==> src/logic/imst_pkg.sv <==
/*
  Shared constants of the self-test control pair: device register map,
  command codes, field positions, link frame layout, host register map,
  timing figures.
  Assumes a 100 MHz sys_clk in both ends.
*/
`default_nettype none
package imst_pkg;
  // clock and timing
  localparam int SYS_CLK_HZ = 100_000_000;
  localparam int SETTLE_MS = 50;
  localparam int SETTLE_CYCLES = (SYS_CLK_HZ / 1000) * SETTLE_MS;
  localparam int LINK_HALF = 8;
  localparam int GYR_TEST_CYCLES = 64;
  localparam int MAG_TEST_CYCLES = 64;

  // device register addresses (7 bit)
  localparam logic [6:0] ADDR_CMD = 7'h7E;
  localparam logic [6:0] ADDR_ACC_CONF = 7'h40;
  localparam logic [6:0] ADDR_ACC_RANGE = 7'h41;
  localparam logic [6:0] ADDR_SELF_TEST = 7'h6D;
  localparam logic [6:0] ADDR_STATUS = 7'h1B;
  localparam logic [6:0] ADDR_MAG_IF0 = 7'h4C;
  localparam logic [6:0] ADDR_MAG_IF1 = 7'h4D;
  localparam logic [6:0] ADDR_MAG_IF2 = 7'h4E;
  localparam logic [6:0] ADDR_MAG_IF3 = 7'h4F;
  localparam logic [6:0] ADDR_MAG_DATA = 7'h04;

  // command codes
  localparam logic [7:0] CMD_ACC_NORMAL = 8'h11;
  localparam logic [7:0] CMD_MAG_IF_NORMAL = 8'h19;

  // reset values
  localparam logic [7:0] ACC_CONF_RST = 8'h28;
  localparam logic [7:0] ACC_RANGE_RST = 8'h03;

  // self-test register fields
  localparam int ST_ACC_EN_LO = 0;
  localparam int ST_ACC_SIGN = 2;
  localparam int ST_ACC_AMP = 3;
  localparam int ST_GYR_START = 4;
  localparam logic [1:0] ACC_EN_ON = 2'h1;
  localparam int STATUS_GYR_OK = 1;
  localparam int MAG_IF_MANUAL = 7;

  // magnetometer indirect registers and fields
  localparam logic [7:0] MAG_REG_XRES = 8'h42;
  localparam logic [7:0] MAG_REG_YRES = 8'h44;
  localparam logic [7:0] MAG_REG_ZRES = 8'h46;
  localparam logic [7:0] MAG_REG_CTRL = 8'h4C;
  localparam int MAG_ST_BIT = 0;
  localparam int MAG_COIL_LO = 6;
  localparam logic [1:0] COIL_OFF = 2'h0;
  localparam logic [1:0] COIL_NEG = 2'h2;
  localparam logic [1:0] COIL_POS = 2'h3;

  // link frame: rw, 7-bit address, 8-bit data, msb first
  localparam int FRAME_BITS = 16;
  localparam int FRAME_RW = 15;
  localparam logic [4:0] FRAME_ADDR_BITS = 5'h08;
  localparam logic [4:0] FRAME_LEN = 5'h10;

  // host wishbone registers (byte addresses)
  localparam logic [3:0] HREG_CTRL = 4'h0;
  localparam logic [3:0] HREG_STATUS = 4'h4;
  localparam logic [3:0] HREG_MASK = 4'h8;
  localparam logic [3:0] HREG_RDATA = 4'hC;
  localparam int EV_XFER = 0;
  localparam int EV_SETTLE = 1;
  localparam int RD_BUSY = 8;
  localparam int RD_SETTLING = 9;
endpackage
`default_nettype wire

==> src/logic/imst_link_if.sv <==
/*
  Serial link between the host end and the device end.
  Host makes the link clock by division; device samples it.
*/
`timescale 1ns/1ns
`default_nettype none
interface imst_link_if;
  logic sck;
  logic csN;
  logic mosi;
  logic miso;
  modport device (input sck, input csN, input mosi, output miso);
  modport host (output sck, output csN, output mosi, input miso);
endinterface
`default_nettype wire

==> src/logic/imst_sync.sv <==
/*
  Two flip-flop synchroniser for a bundle of independent levels.
  Assumes each bit is a slow level relative to sys_clk.
*/
`timescale 1ns/1ns
`default_nettype none
module imst_sync #(
  parameter int W = 1
) (
  input wire logic sys_clk,
  input wire logic resetn,
  input wire logic [W-1:0] d,
  output logic [W-1:0] q
);
  logic [W-1:0] meta;

  // first stage feeds only the second stage
  always_ff @(posedge sys_clk) begin
    if (!resetn) begin
      meta <= '0;
      q <= '0;
    end else begin
      meta <= d;
      q <= meta;
    end
  end
endmodule
`default_nettype wire

==> src/logic/imst_device.sv <==
/*
  Device end: link slave, register file and self-test control for the
  accelerometer, gyroscope and magnetometer.
  Assumes the sensor cores run on sys_clk and report through plain levels.
*/
// Operation
// RULE1: accel normal mode via command 0x11
// RULE2: host loads accel config 0x2C, range 0x08
// RULE3: enable field 0b01 starts accel test
// RULE4: sign bit picks negative or positive deflection
// RULE5: host sets amplitude bit high
// RULE6: host waits 50 ms before reading data
// RULE7: host compares both polarities, 2 g minimum
// RULE8: reset after test, else 50 ms interrupt pause
// RULE9: gyro start bit launches gyro test
// RULE10: gyro result in status pass bit
// RULE11: mag interface normal, then setup mode
// RULE12: mag start bit self-clears on completion
// RULE13: per-axis mag results in bit0
// RULE14: coil select decode 00, 01, 10, 11
// RULE15: coil current only while measuring
// RULE16: host advanced coil test sequence
`timescale 1ns/1ns
`default_nettype none
module imst_device
  import imst_pkg::*;
#(
  parameter int GYR_CYCLES = GYR_TEST_CYCLES,
  parameter int MAG_CYCLES = MAG_TEST_CYCLES
) (
  input wire logic sys_clk,
  input wire logic resetn,
  imst_link_if.device link,
  input wire logic gyroDriveOk,
  input wire logic [2:0] magAxisOk,
  input wire logic magSleep,
  input wire logic magMeasActive,
  output logic accNormalMode,
  output logic magIfNormalMode,
  output logic accDeflectPos,
  output logic accDeflectNeg,
  output logic accHighAmp,
  output logic gyroTestActive,
  output logic magTestActive,
  output logic coilCurrentPos,
  output logic coilCurrentNeg
);
  localparam int CW = $clog2(GYR_CYCLES > MAG_CYCLES ? GYR_CYCLES : MAG_CYCLES) + 1;
  localparam logic [CW-1:0] GYR_LAST = CW'(GYR_CYCLES - 1);
  localparam logic [CW-1:0] MAG_LAST = CW'(MAG_CYCLES - 1);

  typedef struct packed {
    logic sckPrev;
    logic [4:0] bitCnt;
    logic [15:0] rxShift;
    logic [7:0] txShift;
    logic miso;
    logic accNormal;
    logic magIfNormal;
    logic [7:0] accConf;
    logic [7:0] accRange;
    logic [1:0] accEn;
    logic accSign;
    logic accAmp;
    logic gyrBusy;
    logic gyrOk;
    logic [CW-1:0] gyrCnt;
    logic magManual;
    logic [7:0] magRdAddr;
    logic [7:0] magWrData;
    logic [7:0] magRdData;
    logic magStart;
    logic [1:0] coilSel;
    logic [2:0] magRes;
    logic [CW-1:0] magCnt;
    logic deflPos;
    logic deflNeg;
    logic coilPos;
    logic coilNeg;
  } imst_dev_s;

  imst_dev_s r;
  imst_dev_s next_r;
  logic sckS;
  logic selS;
  logic mosiS;

  ////////////////////////////////////////////////////////////////////////
  // link pins come from another domain; select enters inverted so a cleared stage reads idle
  imst_sync #(
    .W(3)
  ) linkSync (
    .sys_clk(sys_clk),
    .resetn(resetn),
    .d({link.sck, !link.csN, link.mosi}),
    .q({sckS, selS, mosiS})
  );

  ////////////////////////////////////////////////////////////////////////
  // indirect magnetometer register view
  function automatic logic [7:0] magRead(input logic [7:0] a, input imst_dev_s s);
    logic [7:0] v;
    v = 8'h00;
    case (a)
      MAG_REG_XRES: v[MAG_ST_BIT] = s.magRes[0]; // see RULE13
      MAG_REG_YRES: v[MAG_ST_BIT] = s.magRes[1]; // see RULE13
      MAG_REG_ZRES: v[MAG_ST_BIT] = s.magRes[2]; // see RULE13
      MAG_REG_CTRL: begin
        v[MAG_COIL_LO +: 2] = s.coilSel;
        v[MAG_ST_BIT] = s.magStart;
      end
      default: v = 8'h00;
    endcase
    return v;
  endfunction

  // primary register view seen by link reads
  function automatic logic [7:0] regRead(input logic [6:0] a, input imst_dev_s s);
    logic [7:0] v;
    v = 8'h00;
    case (a)
      ADDR_ACC_CONF: v = s.accConf;
      ADDR_ACC_RANGE: v = s.accRange;
      ADDR_SELF_TEST: begin
        v[ST_ACC_EN_LO +: 2] = s.accEn;
        v[ST_ACC_SIGN] = s.accSign;
        v[ST_ACC_AMP] = s.accAmp;
        v[ST_GYR_START] = s.gyrBusy;
      end
      ADDR_STATUS: v[STATUS_GYR_OK] = s.gyrOk; // see RULE10
      ADDR_MAG_IF0: v[MAG_IF_MANUAL] = s.magManual;
      ADDR_MAG_IF1: v = s.magRdAddr;
      ADDR_MAG_IF3: v = s.magWrData;
      ADDR_MAG_DATA: v = s.magRdData;
      default: v = 8'h00;
    endcase
    return v;
  endfunction

  ////////////////////////////////////////////////////////////////////////
  // next-state logic: link slave, register writes, test sequencers
  always_comb begin
    logic sckRise;
    logic sckFall;
    logic [15:0] frame;
    logic [6:0] wAddr;
    logic [7:0] wData;
    sckRise = 1'b0;
    sckFall = 1'b0;
    frame = 16'h0000;
    wAddr = 7'h00;
    wData = 8'h00;
    next_r = r;
    next_r.sckPrev = sckS;
    sckRise = sckS && !r.sckPrev && selS;
    sckFall = !sckS && r.sckPrev && selS;

    // frame receive; a deselect aborts any partial frame
    if (!selS) begin
      next_r.bitCnt = 5'h00;
      next_r.miso = 1'b0;
    end else if (sckRise) begin
      frame = {r.rxShift[14:0], mosiS};
      next_r.rxShift = frame;
      next_r.bitCnt = r.bitCnt + 5'h01;
      if (r.bitCnt + 5'h01 == FRAME_LEN && !frame[FRAME_RW]) begin
        wAddr = frame[14:8];
        wData = frame[7:0];
        // register write effects
        case (wAddr)
          ADDR_CMD: begin
            if (wData == CMD_ACC_NORMAL) begin
              next_r.accNormal = 1'b1; // see RULE1
            end
            if (wData == CMD_MAG_IF_NORMAL) begin
              next_r.magIfNormal = 1'b1; // see RULE11
            end
          end
          ADDR_ACC_CONF: next_r.accConf = wData; // see RULE2
          ADDR_ACC_RANGE: next_r.accRange = wData; // see RULE2
          ADDR_SELF_TEST: begin
            next_r.accEn = wData[ST_ACC_EN_LO +: 2]; // see RULE3
            next_r.accSign = wData[ST_ACC_SIGN];
            next_r.accAmp = wData[ST_ACC_AMP]; // see RULE5
            // a start during a running test is ignored
            if (wData[ST_GYR_START] && !r.gyrBusy) begin
              next_r.gyrBusy = 1'b1; // see RULE9
              next_r.gyrOk = 1'b0;
              next_r.gyrCnt = '0;
            end
          end
          ADDR_MAG_IF0: begin
            // setup mode only takes once the interface is in normal mode
            next_r.magManual = wData[MAG_IF_MANUAL] && r.magIfNormal; // see RULE11
          end
          ADDR_MAG_IF1: begin
            next_r.magRdAddr = wData;
            if (r.magManual) begin
              next_r.magRdData = magRead(wData, r);
            end
          end
          ADDR_MAG_IF2: begin
            if (r.magManual && wData == MAG_REG_CTRL) begin
              next_r.coilSel = r.magWrData[MAG_COIL_LO +: 2]; // see RULE14
              if (r.magWrData[MAG_ST_BIT] && magSleep && !r.magStart) begin
                next_r.magStart = 1'b1; // see RULE12
                next_r.magCnt = '0;
              end
            end
          end
          ADDR_MAG_IF3: next_r.magWrData = wData;
          default: next_r.magWrData = r.magWrData;
        endcase
      end
    end else if (sckFall) begin
      // read data leaves msb first after the address byte
      if (r.bitCnt == FRAME_ADDR_BITS && r.rxShift[7]) begin
        next_r.txShift = regRead(r.rxShift[6:0], r);
        next_r.miso = next_r.txShift[7];
      end else if (r.bitCnt > FRAME_ADDR_BITS) begin
        next_r.txShift = {r.txShift[6:0], 1'b0};
        next_r.miso = r.txShift[6];
      end
    end

    // gyro test timer, result latched from the drive monitor
    if (r.gyrBusy) begin
      next_r.gyrCnt = r.gyrCnt + CW'(1);
      if (r.gyrCnt == GYR_LAST) begin
        next_r.gyrBusy = 1'b0;
        next_r.gyrOk = gyroDriveOk; // see RULE10
      end
    end

    // mag normal test; the start bit drops back when done
    if (r.magStart) begin
      next_r.magCnt = r.magCnt + CW'(1);
      if (r.magCnt == MAG_LAST) begin
        next_r.magStart = 1'b0; // see RULE12
        next_r.magRes = magAxisOk; // see RULE13
      end
    end

    // deflection drive, only for enable pattern 01 in accel normal mode
    next_r.deflPos = r.accNormal && r.accEn == ACC_EN_ON && r.accSign; // see RULE3
    next_r.deflNeg = r.accNormal && r.accEn == ACC_EN_ON && !r.accSign; // see RULE4

    // coil current only in the measurement phase; 01 drives nothing
    next_r.coilPos = magMeasActive && r.coilSel == COIL_POS; // see RULE14
    next_r.coilNeg = magMeasActive && r.coilSel == COIL_NEG; // see RULE15
  end

  ////////////////////////////////////////////////////////////////////////
  // state register
  always_ff @(posedge sys_clk) begin
    if (!resetn) begin
      r <= '0;
      r.accConf <= ACC_CONF_RST;
      r.accRange <= ACC_RANGE_RST;
      r.coilSel <= COIL_OFF; // see RULE14
    end else begin
      r <= next_r;
    end
  end

  ////////////////////////////////////////////////////////////////////////
  // outputs straight from state
  assign link.miso = r.miso;
  assign accNormalMode = r.accNormal;
  assign magIfNormalMode = r.magIfNormal;
  assign accDeflectPos = r.deflPos;
  assign accDeflectNeg = r.deflNeg;
  assign accHighAmp = r.accAmp;
  assign gyroTestActive = r.gyrBusy;
  assign magTestActive = r.magStart;
  assign coilCurrentPos = r.coilPos;
  assign coilCurrentNeg = r.coilNeg;
endmodule
`default_nettype wire

==> src/flat_wrapper.sv <==
// flat-port wrapper written by rule: the top's interface ports become plain ports
module imst_device_flat import imst_pkg::*;
#(
  parameter int GYR_CYCLES = GYR_TEST_CYCLES,
  parameter int MAG_CYCLES = MAG_TEST_CYCLES
)
  (sys_clk, resetn, gyroDriveOk, magAxisOk, magSleep, magMeasActive, accNormalMode, magIfNormalMode, accDeflectPos, accDeflectNeg, accHighAmp, gyroTestActive, magTestActive, coilCurrentPos, coilCurrentNeg, link_sck, link_csN, link_mosi, link_miso);
  imst_link_if link_i ();
  input wire logic sys_clk;
  input wire logic resetn;
  input wire logic gyroDriveOk;
  input wire logic [2:0] magAxisOk;
  input wire logic magSleep;
  input wire logic magMeasActive;
  output logic accNormalMode;
  output logic magIfNormalMode;
  output logic accDeflectPos;
  output logic accDeflectNeg;
  output logic accHighAmp;
  output logic gyroTestActive;
  output logic magTestActive;
  output logic coilCurrentPos;
  output logic coilCurrentNeg;
  input wire logic [$bits(link_i.sck)-1:0] link_sck;
  input wire logic [$bits(link_i.csN)-1:0] link_csN;
  input wire logic [$bits(link_i.mosi)-1:0] link_mosi;
  output wire logic [$bits(link_i.miso)-1:0] link_miso;
  assign link_i.sck = link_sck;
  assign link_i.csN = link_csN;
  assign link_i.mosi = link_mosi;
  assign link_miso = link_i.miso;
  imst_device #(.GYR_CYCLES(GYR_CYCLES), .MAG_CYCLES(MAG_CYCLES)) u_core (.sys_clk(sys_clk), .resetn(resetn), .link(link_i), .gyroDriveOk(gyroDriveOk), .magAxisOk(magAxisOk), .magSleep(magSleep), .magMeasActive(magMeasActive), .accNormalMode(accNormalMode), .magIfNormalMode(magIfNormalMode), .accDeflectPos(accDeflectPos), .accDeflectNeg(accDeflectNeg), .accHighAmp(accHighAmp), .gyroTestActive(gyroTestActive), .magTestActive(magTestActive), .coilCurrentPos(coilCurrentPos), .coilCurrentNeg(coilCurrentNeg));
endmodule
==> config.mk <==
export PLATFORM = sky130hd
export DESIGN_NAME = imst_device_flat
export DESIGN_NICKNAME = d
export VERILOG_FILES = /design/src/logic/imst_pkg.sv /design/src/logic/imst_link_if.sv /design/src/logic/imst_sync.sv /design/src/logic/imst_device.sv /design/src/flat_wrapper.sv
export SDC_FILE = /design/constraint.sdc
export NUM_CORES = 1
export LEC_CHECK = 0
export CORE_ASPECT_RATIO = 0.75
export CORE_MARGIN = 10
export CORE_UTILIZATION = 45
export DETAILED_ROUTE_END_ITERATION = 7
export DONT_BUFFER_PORTS = 1
export PLACE_DENSITY = 0.64
export SLEW_MARGIN = 40
export SYNTH_ARGS = -nofsm -noshare
export SYNTH_HDL_FRONTEND = slang
export SYNTH_SLANG_ARGS = --single-unit
==> constraint.sdc <==
create_clock -name sys_clk -period 2.15 [get_ports sys_clk]
set_input_delay 0 -clock sys_clk [delete_from_list [all_inputs] [get_ports sys_clk]]
set_output_delay 0 -clock sys_clk [all_outputs]
set_load 0.1 [all_outputs]
# Word-level counts from Yosys, hierarchy flattened
# Cells that the tools add are included.
[classes] add_sub_neg=3 order_cmp=1 eq_ne=29 mux=33 n_bitwise=1 n_reduce_logical=52
[ops] cell="$mux 37" n=3
[ops] cell="$eq 7x7->1 const B" n=14
[ops] cell="$mux 7" n=7
[ops] cell="$mux 8" n=6
[ops] cell="$eq 8x7->1 const B" n=4
[ops] cell="$reduce_and 4->1" n=7
[ops] cell="$mux 9" n=3
[ops] cell="$reduce_and 5->1" n=5
[ops] cell="$reduce_bool 2->1" n=12
[ops] cell="$pmux 1 s6" n=3
[ops] cell="$eq 8x5->1 const B" n=2
[ops] cell="$logic_and 1x1->1" n=16
[ops] cell="$pmux 3 s5" n=1
[ops] cell="$add 7x1->7 const B" n=2
[ops] cell="$eq 7x6->1 const B" n=2
[ops] cell="$pmux 2 s5" n=1
[ops] cell="$eq 7x3->1 const B" n=1
[ops] cell="$eq 7x5->1 const B" n=1
[ops] cell="$logic_not 1->1" n=7
[ops] cell="$mux 3" n=2
[ops] cell="$reduce_and 2->1" n=3
[ops] cell="$reduce_and 6->1" n=1
[ops] cell="$add 5x1->5 const B" n=1
[ops] cell="$eq 5x4->1 const B" n=1
[ops] cell="other kinds (9)" n=14
[word_totals] regBits=103 in_bits=11 word_cells=148

# Longest topological paths before layout
# Gate-level depths: netlist of the first run.
[logic_depth] ltp_word=10 depth_mapped=8 mapped_depth_nobuf=7

# Cells and area by module
# From an unflattened synthesis of the first run, not the netlist that was laid out.
[hier_totals] cells_unflattened=534 area_unflattened_um2=4576.9
[by_module_without_submodules] module="imst_device" instances=1 cells_per_inst=522 area_per_inst_um2=4419.2 seq_area_each_um2=1941.9
[by_module_without_submodules] module="imst_sync" instances=1 cells_per_inst=12 area_per_inst_um2=157.7 seq_area_each_um2=120.1

# Least setup slack after synthesis of the first run
# OpenSTA, ideal clock, no wires.
[synth_timing] path_kind="reg2reg" start="register u_core.r, in the netlist u_core.gyroTestActive" end="register u_core.r[49] in the netlist's numbering" setup_time_ps=132 arrival_ps=2277 required_ps=2018 slack_ps=-260 stages_incl_launch_ff=6 n_path_buf=0 path_cell_list="dfxtp_1 -> clkinv_1 -> or3_1 -> nor2_1 -> nand3b_1 -> a21oi_1"
[synth_between] elab_chain_len=9
[synth_rtl] item="start, declared" line="imst_device.sv:82" rtl="imst_dev_s r;"
[synth_rtl] item="start signal, assigned" line="imst_device.sv:262" rtl="r <= next_r;"
[synth_rtl] item="$logic_not 1->1" line="imst_device.sv:186" rtl="if (wData[ST_GYR_START] && !r.gyrBusy) begin"
[synth_rtl] item="$logic_and 1x1->1" line="imst_device.sv:186"
[synth_rtl] item="$mux 9" line="imst_device.sv:186"
[synth_rtl] item="$mux 9" line="imst_device.sv:170" rtl="case (wAddr)"
[synth_rtl] item="$mux 37" line="imst_device.sv:166" rtl="if (r.bitCnt + 5'h01 == FRAME_LEN && !frame[FRAME_RW]) begin"
[synth_rtl] item="$mux 37" line="imst_device.sv:162" rtl="end else if (sckRise) begin"
[synth_rtl] item="$mux 37" line="imst_device.sv:159" rtl="if (!selS) begin"
[synth_rtl] item="$mux 2" line="imst_device.sv:229" rtl="if (r.gyrCnt == GYR_LAST) begin"
[synth_rtl] item="$mux 9 (*)" line="imst_device.sv:227" rtl="if (r.gyrBusy) begin"
# Every way passes the cells marked *; elsewhere a longest branch is shown, timed or not. The select of a mux whose other input is x is not followed.
# A chain may end at the register's enable or synchronous reset.

# Worst setup path after layout of the first run
[layout_timing] start="register u_core.r[99] in the netlist's numbering" end="register u_core.r[47] in the netlist's numbering"
[layout_between] elab_chain_len=5
[layout_rtl] item="$add 5x1->5" line="imst_device.sv:166"
[layout_rtl] item="$eq 5x5->1" line="imst_device.sv:166"
[layout_rtl] item="$logic_and 1x1->1" line="imst_device.sv:166"
[layout_rtl] item="$reduce_bool 2->1 (no source line)"
[layout_rtl] item="$reduce_and 5->1 (no source line)"
# Every way passes these cells.

==> out/metrics.cfg, run 1 <==
[clock_tree]
clockBufferDepth = 2
clk_latency_ns = 0.35
cts_root_buf = clkbuf_16
cts_tree = done
path_clk_slew_ns = 0.07
htree_levels = 3
cts_buffers = 9
clock_sinks = 103

[synth]
syn_nets = 562
yosys.area.top_type = dfxtp_1
synth.top_cell.area_share_pct = 43.3
muxShareOfSynthArea_pct = 10.7
synth_compound_area_share_pct = 15.5
netlist_instances = 546
yosysWarningCount = 0
ys_ff_latch = 103
synth.distinct_cells = 62
synth-simple-area-share_pct = 24.2
async_reset_ff_share_pct = 0
postSynthAreaPerCell_sq_um = 8.73
synth_fa_ha_area_share_pct = 1.31
synth-xor-area-share_pct = 0.919
synth-edff-count = 0
synth_ff_type = dfxtp_1
synth_area_sq_um = 4770
yosysMostFrequentCell = dfxtp_1
synthTopCellsByArea = dfxtp_1 43%, mux2i_1 11%, nand2_1 5.1%
yosysSeqAreaShare_pct = 43.3
synth_top_family_by_area = simple AND/OR/NAND/NOR gates
synth_common_cells = 103 x dfxtp_1, 65 x nand2_1, 59 x nor2_1, 51 x mux2i_1, 28 x a21oi_1

[floorplan]
io_pins = 21
placeableCoreArea_sq_um = 10300
chipWidth_um = 139
die_h_um = 109
rows = 32
initial_utilization_pct = 46.1
die_area_sq_um = 15200

[critical_path]
crit_path_start_kind = register
end_kind = register
rr_startpoint = u_core.r[99]
required_ns = 2.43
critPathLaunch = u_core.r[99]
worstPathMaxFanout = 5
worst_ep_arrival_time_ns = 2.36
crit_type = reg2reg

[route]
post_drt_wl_per_cell_um = 17.1
wirelength_um = 12200
drc = 0
drt_first_pass_iters = 5
postRouteAntennaNets = 0
vias_per_cell = 5.72
drt_iter0_drc = 351
vias = 4084

[run]
cap_violations = 0

[power]
peakVddDrop_v = 0.000380
p_per_area_nw_per_um2 = 630
leakage_uw = 0.00209

[layout]
area_delta_synth_final_pct = 15.9
fin_nets = 589
drive_above_1_share_pct = 14.2
num_antenna_cells = 0

[grt]
grt_overflow = 0
grt_usage_pct = 15.9
antenna_found_initial = 0
grt_pass1_wl_um = 19500
grt_pass1_vias = 3744
grt_max_degree = 57

[timing]
setup-tns-final_ns = 0
layout_min_cycle_time_ns = 2.08
setup_violations = 0
worst_slew_pin_slew_ns = 0.631
slew_violations = 0
rsz0062_at_grt = no
hold_violations = 0
max_slew_margin_pct = 57.9
setup_slack_ns = 0.0657
skew_ns = 0.00656
min_period_over_period_pct = 96.9
max_freq_mhz = 480

[placement]
place_ws_ns = 0.0521
hpwl_um = 8650
port_buffers = 0
gp_congestion = 0.882

[status]
status = completed

[hold_path]
hp-start = magSleep
hp-class = in2reg

[flip-flops by register name, summed over array words and instances (netlist names)]
signal,cells
u_core.accDeflectNeg,1
u_core.accDeflectPos,1
u_core.accHighAmp,1
u_core.accNormalMode,1
u_core.coilCurrentNeg,1
u_core.coilCurrentPos,1
u_core.gyroTestActive,1
u_core.link.miso,1
u_core.linkSync.meta,3
u_core.linkSync.q,3
u_core.magIfNormalMode,1
u_core.magTestActive,1
u_core.r,87
[layout by cell type, fill, tap and decap left out, drive strengths merged, types with 6 or more instances in the layout]
master       synthesis  final
mux2i               51     51
nand3b               7      7
nand2               65     65
nand4                7      7
dfxtp              103    103
dlygate4sd3          0      9
clkbuf              26     11
o21ai               24     24
inv                 15     15
nor3                 9      9
a31oi                8      8
and3                 9      9
buf                  7     40
o22ai                6      6
nand3               27     27
o2111ai             10     10
a21oi               28     28
nor2                59     59
and2                 9      9
[where the power goes]
part	leakage [uW]	total [uW]	switching, uW	internal [uW]
registers	0.000834	1920	3.96	1910
logic	0.00114	71.8	46.7	25.2
clock network	0.000118	1500	712	784
[layout make-up]
class | count | area, sq um
flip-flops and latches | 103 | 2070
well taps | 136 | 170
fillers | 954 | 4800
inverters | 17 | 63.8
repair buffers | 49 | 415
clock buffers | 11 | 233
multi-input cells | 393 | 2540
clock inverters | 5 | 35.0
[timing repair]
action                                  CTS  global route
endpoints found under the hold margin    49             0
resized for setup                         0             8
setup buffers                             0             2
hold buffers                             10             0
endpoints found under the setup margin    0            28
[metrics by stage]
step | util, % | instances | total power [uW] | instance area, sq um | hold WS (ns)
6_report | 53.5 | 714 | 3480 | 5530 | 0.192
3_5_place_dp | 49.4 | 686 | 2000 | 5100 | 0.0693
5_1_grt | 53.5 | 714 | 3600 | 5530 | 0.211
2_1_floorplan | - | 546 | 2000 | 4770 | 0.0667
3_3_place_gp | 49.3 | 686 | 2000 | 5100 | 0.0705
4_1_cts | 53.0 | 712 | 3520 | 5480 | 0.189
[final timing paths]
kind / cells past startpoint / to / slack [ns]
setup reg to reg: 6 / u_core.r[47] / 0.07
hold reg to reg: 1 / u_core.linkSync.q[2] / 0.44
setup / recovery: 6 / u_core.r[47] / 0.07
hold / removal: 4 / u_core.r[4] / 0.19
[logic make-up after synthesis]
family                   Yosys count
XOR/XNOR                           5
multiplexers                      51
AND/OR/NAND/NOR                  226
AO/OA/AOI/OAI                    106
flip-flops                       103
buffers and inverters             50
adder cells (fa/ha/maj)            5
[layer usage]
metal  part of all wire, %  GRT usage [%]  vias to the layer above
li1                      -              -                     2011
met1                    49           22.1                     1919
met2                    41           23.2                      131
met3                   7.6           4.34                       23
met4                   1.9           5.13                        0
met5                     0              0                        -
[critical path, stage by stage, from the launching register on]
cell and delay (ns):
dfxtp_2 0.38, ha_2 0.23, nand4b_1 0.29, nor3_1 0.30
o2111ai_1 0.24, a211oi_1 0.36, mux2i_1 0.22
No activity file was read; power rests on OpenSTA's default activity.
==> run 2: changes to the inputs <==
--- a/config.mk
+++ b/config.mk
@@ -14,4 +14,5 @@
 export SLEW_MARGIN = 40
 export SYNTH_ARGS = -nofsm -noshare
 export SYNTH_HDL_FRONTEND = slang
+export SYNTH_HIERARCHICAL = 1
 export SYNTH_SLANG_ARGS = --single-unit
==> out/metrics.cfg, run 2 <==
[critical_path]
required_ns = 2.35
r2r-end = u_core/r[14]
reg2regPathDepth = 9
crit_path_start_kind = register
r2r_slack_ns = 0.04
end_kind = register
worstPathMaxFanout = 5
crit_type = reg2reg
rr_startpoint = u_core/r[99]
worst_ep_arrival_time_ns = 2.31

[synth]
synth_common_cells = 103 x dfxtp_1, 76 x nand2_1, 64 x nor2_1, 57 x mux2i_1, 36 x a21oi_1
yosysSeqAreaShare_pct = 45.1
synth_top_family_by_area = simple AND/OR/NAND/NOR gates
synth.top_cell.area_share_pct = 45.1
netlist_instances = 534
synth_area_sq_um = 4580
synthTopCellsByArea = dfxtp_1 45%, mux2i_1 12%, nand2_1 6.2%
synth-xor-area-share_pct = 0.765
syn_nets = 550
synth_ff_type = dfxtp_1
yosys.area.top_type = dfxtp_1
synth_fa_ha_area_share_pct = 1.37
async_reset_ff_share_pct = 0
yosysWarningCount = 6
synth.distinct_cells = 48
synth_compound_area_share_pct = 11.2
muxShareOfSynthArea_pct = 12.7
synth-simple-area-share_pct = 25.2
ys_ff_latch = 103
yosysMostFrequentCell = dfxtp_1
postSynthAreaPerCell_sq_um = 8.57
synth-edff-count = 0

[timing]
setup_slack_ns = 0.0405
setup-tns-final_ns = 0
skew_ns = 0.00876
layout_min_cycle_time_ns = 2.11
setup_violations = 0
slew_violations = 0
max_slew_margin_pct = 59.7
max_freq_mhz = 474
min_period_over_period_pct = 98.1
rsz0062_at_grt = yes
worst_slew_pin_slew_ns = 0.603
hold_violations = 0

[floorplan]
chipWidth_um = 136
die_h_um = 107
placeableCoreArea_sq_um = 9770
io_pins = 21
initial_utilization_pct = 46.8
die_area_sq_um = 14600
rows = 31

[layout]
final_common_cell = dfxtp_1
fin_nets = 585
num-fill-cells = 879
largest_register_ff_count = 87
seqCellArea_sq_um = 2080
top_regs = u_core/r: 87 flops, u_core/linkSync/meta: 3 flops, u_core/linkSync/q: 3 flops
drive_above_1_share_pct = 14.5
num_antenna_cells = 0
layout_common_cells = 96 x dfxtp_1, 76 x nand2_1, 63 x nor2_1
top_register = u_core/r
area_delta_synth_final_pct = 20.0
finish.utilization_pct = 56.2
multiInputGateArea_sq_um = 2430

[grt]
grt_overflow = 0
antenna_found_initial = 1
grt_max_degree = 42
grt_pass1_vias = 3628
grt_pass1_wl_um = 18500
grt_usage_pct = 15.7

[clock_tree]
clock_sinks = 103
cts_buffers = 9
cts_tree = done
htree_levels = 3
clk_latency_ns = 0.34
clockBufferDepth = 2
cts_root_buf = clkbuf_16
path_clk_slew_ns = 0.07

[power]
p_per_area_nw_per_um2 = 650
p_total_uw = 3570
leakage_uw = 0.00220
peakVddDrop_v = 0.000425

[placement]
gp_congestion = 0.872
hpwl_um = 8100
port_buffers = 0
place_ws_ns = -0.0181

[route]
drc = 0
postRouteAntennaNets = 0
vias_per_cell = 5.57
drt_iter0_drc = 269
wirelength_um = 11500
post_drt_wl_per_cell_um = 16.3
vias = 3924
drt_first_pass_iters = 5

[hold_path]
whs_endpoint = u_core/r[15]
hp-start = resetn
hp-class = in2reg
min_path_cells = 2

[run]
cap_violations = 0

[status]
status = completed

run 2: cell type report:
type                    count  share of cell area, %
flip-flops and latches    103                   37.8
inverters                   9                  0.615
repair buffers             57                   9.06
clock inverters             4                  0.865
clock buffers              10                   4.35
well taps                 132                   3.01
multi-input cells         389                   44.3
run 2: how the worst max path moves through the flow:
stage,cells after the start,to,from
detailed placement,8,u_core/r[56],u_core/r[99]
finish,9,u_core/r[14],u_core/r[99]
floorplan,8,u_core/r[56],u_core/r[98]
global placement,8,u_core/r[62],u_core/r[99]
global route,9,u_core/r[60],u_core/r[99]
CTS,7,u_core/r[56],u_core/r[103]
run 2: worst max-delay path: stages, from the launching register on:
cell     delay, ns
dfxtp_4       0.38
buf_4         0.12
buf_4         0.12
nand4_1       0.14
nor4_4        0.25
a21oi_4       0.09
or3_1         0.48
buf_4         0.18
mux2i_1       0.15
nor2_1        0.06
run 2: repair_timing:
action | CTS | global route
hold buffers | 11 | 0
setup buffers | 2 | 1
gates resized for setup | 2 | 18
endpoints found under the setup margin | 16 | 47
pin swaps | 1 | 5
hold endpoints to repair | 44 | 0
run 2: metal layers:
metal  up-vias  track usage [%]  part of all wire, %
met5         -                0                    0
met4         0             4.10                 0.97
met3        10             3.96                  6.1
met2       109             23.4                   44
met1      1869             22.0                   49
li1       1936                -                    -
run 2: stage by stage:
step                      instance area, sq um  hold slack, ns  cells
after floorplan                           4580           0.122    534
after global placement                    4960          0.0702    676
after detailed placement                  4960          0.0730    676
after CTS                                 5400           0.107    703
after global routing                      5490           0.116    704
final                                     5490           0.107    704
run 2: cells by family after synthesis:
logic type               after synthesis
AO/OA/AOI/OAI                         84
XOR/XNOR                               4
adder cells (fa/ha/maj)                5
buffers and inverters                 42
flip-flops                           103
multiplexers                          58
AND/OR/NAND/NOR                      238
run 2: where the power goes:
part / total, uW / switching [uW] / internal (uW)
sequential: 1910 / 3.59 / 1910
combinational: 74.3 / 47.7 / 26.6
clock: 1580 / 666 / 916
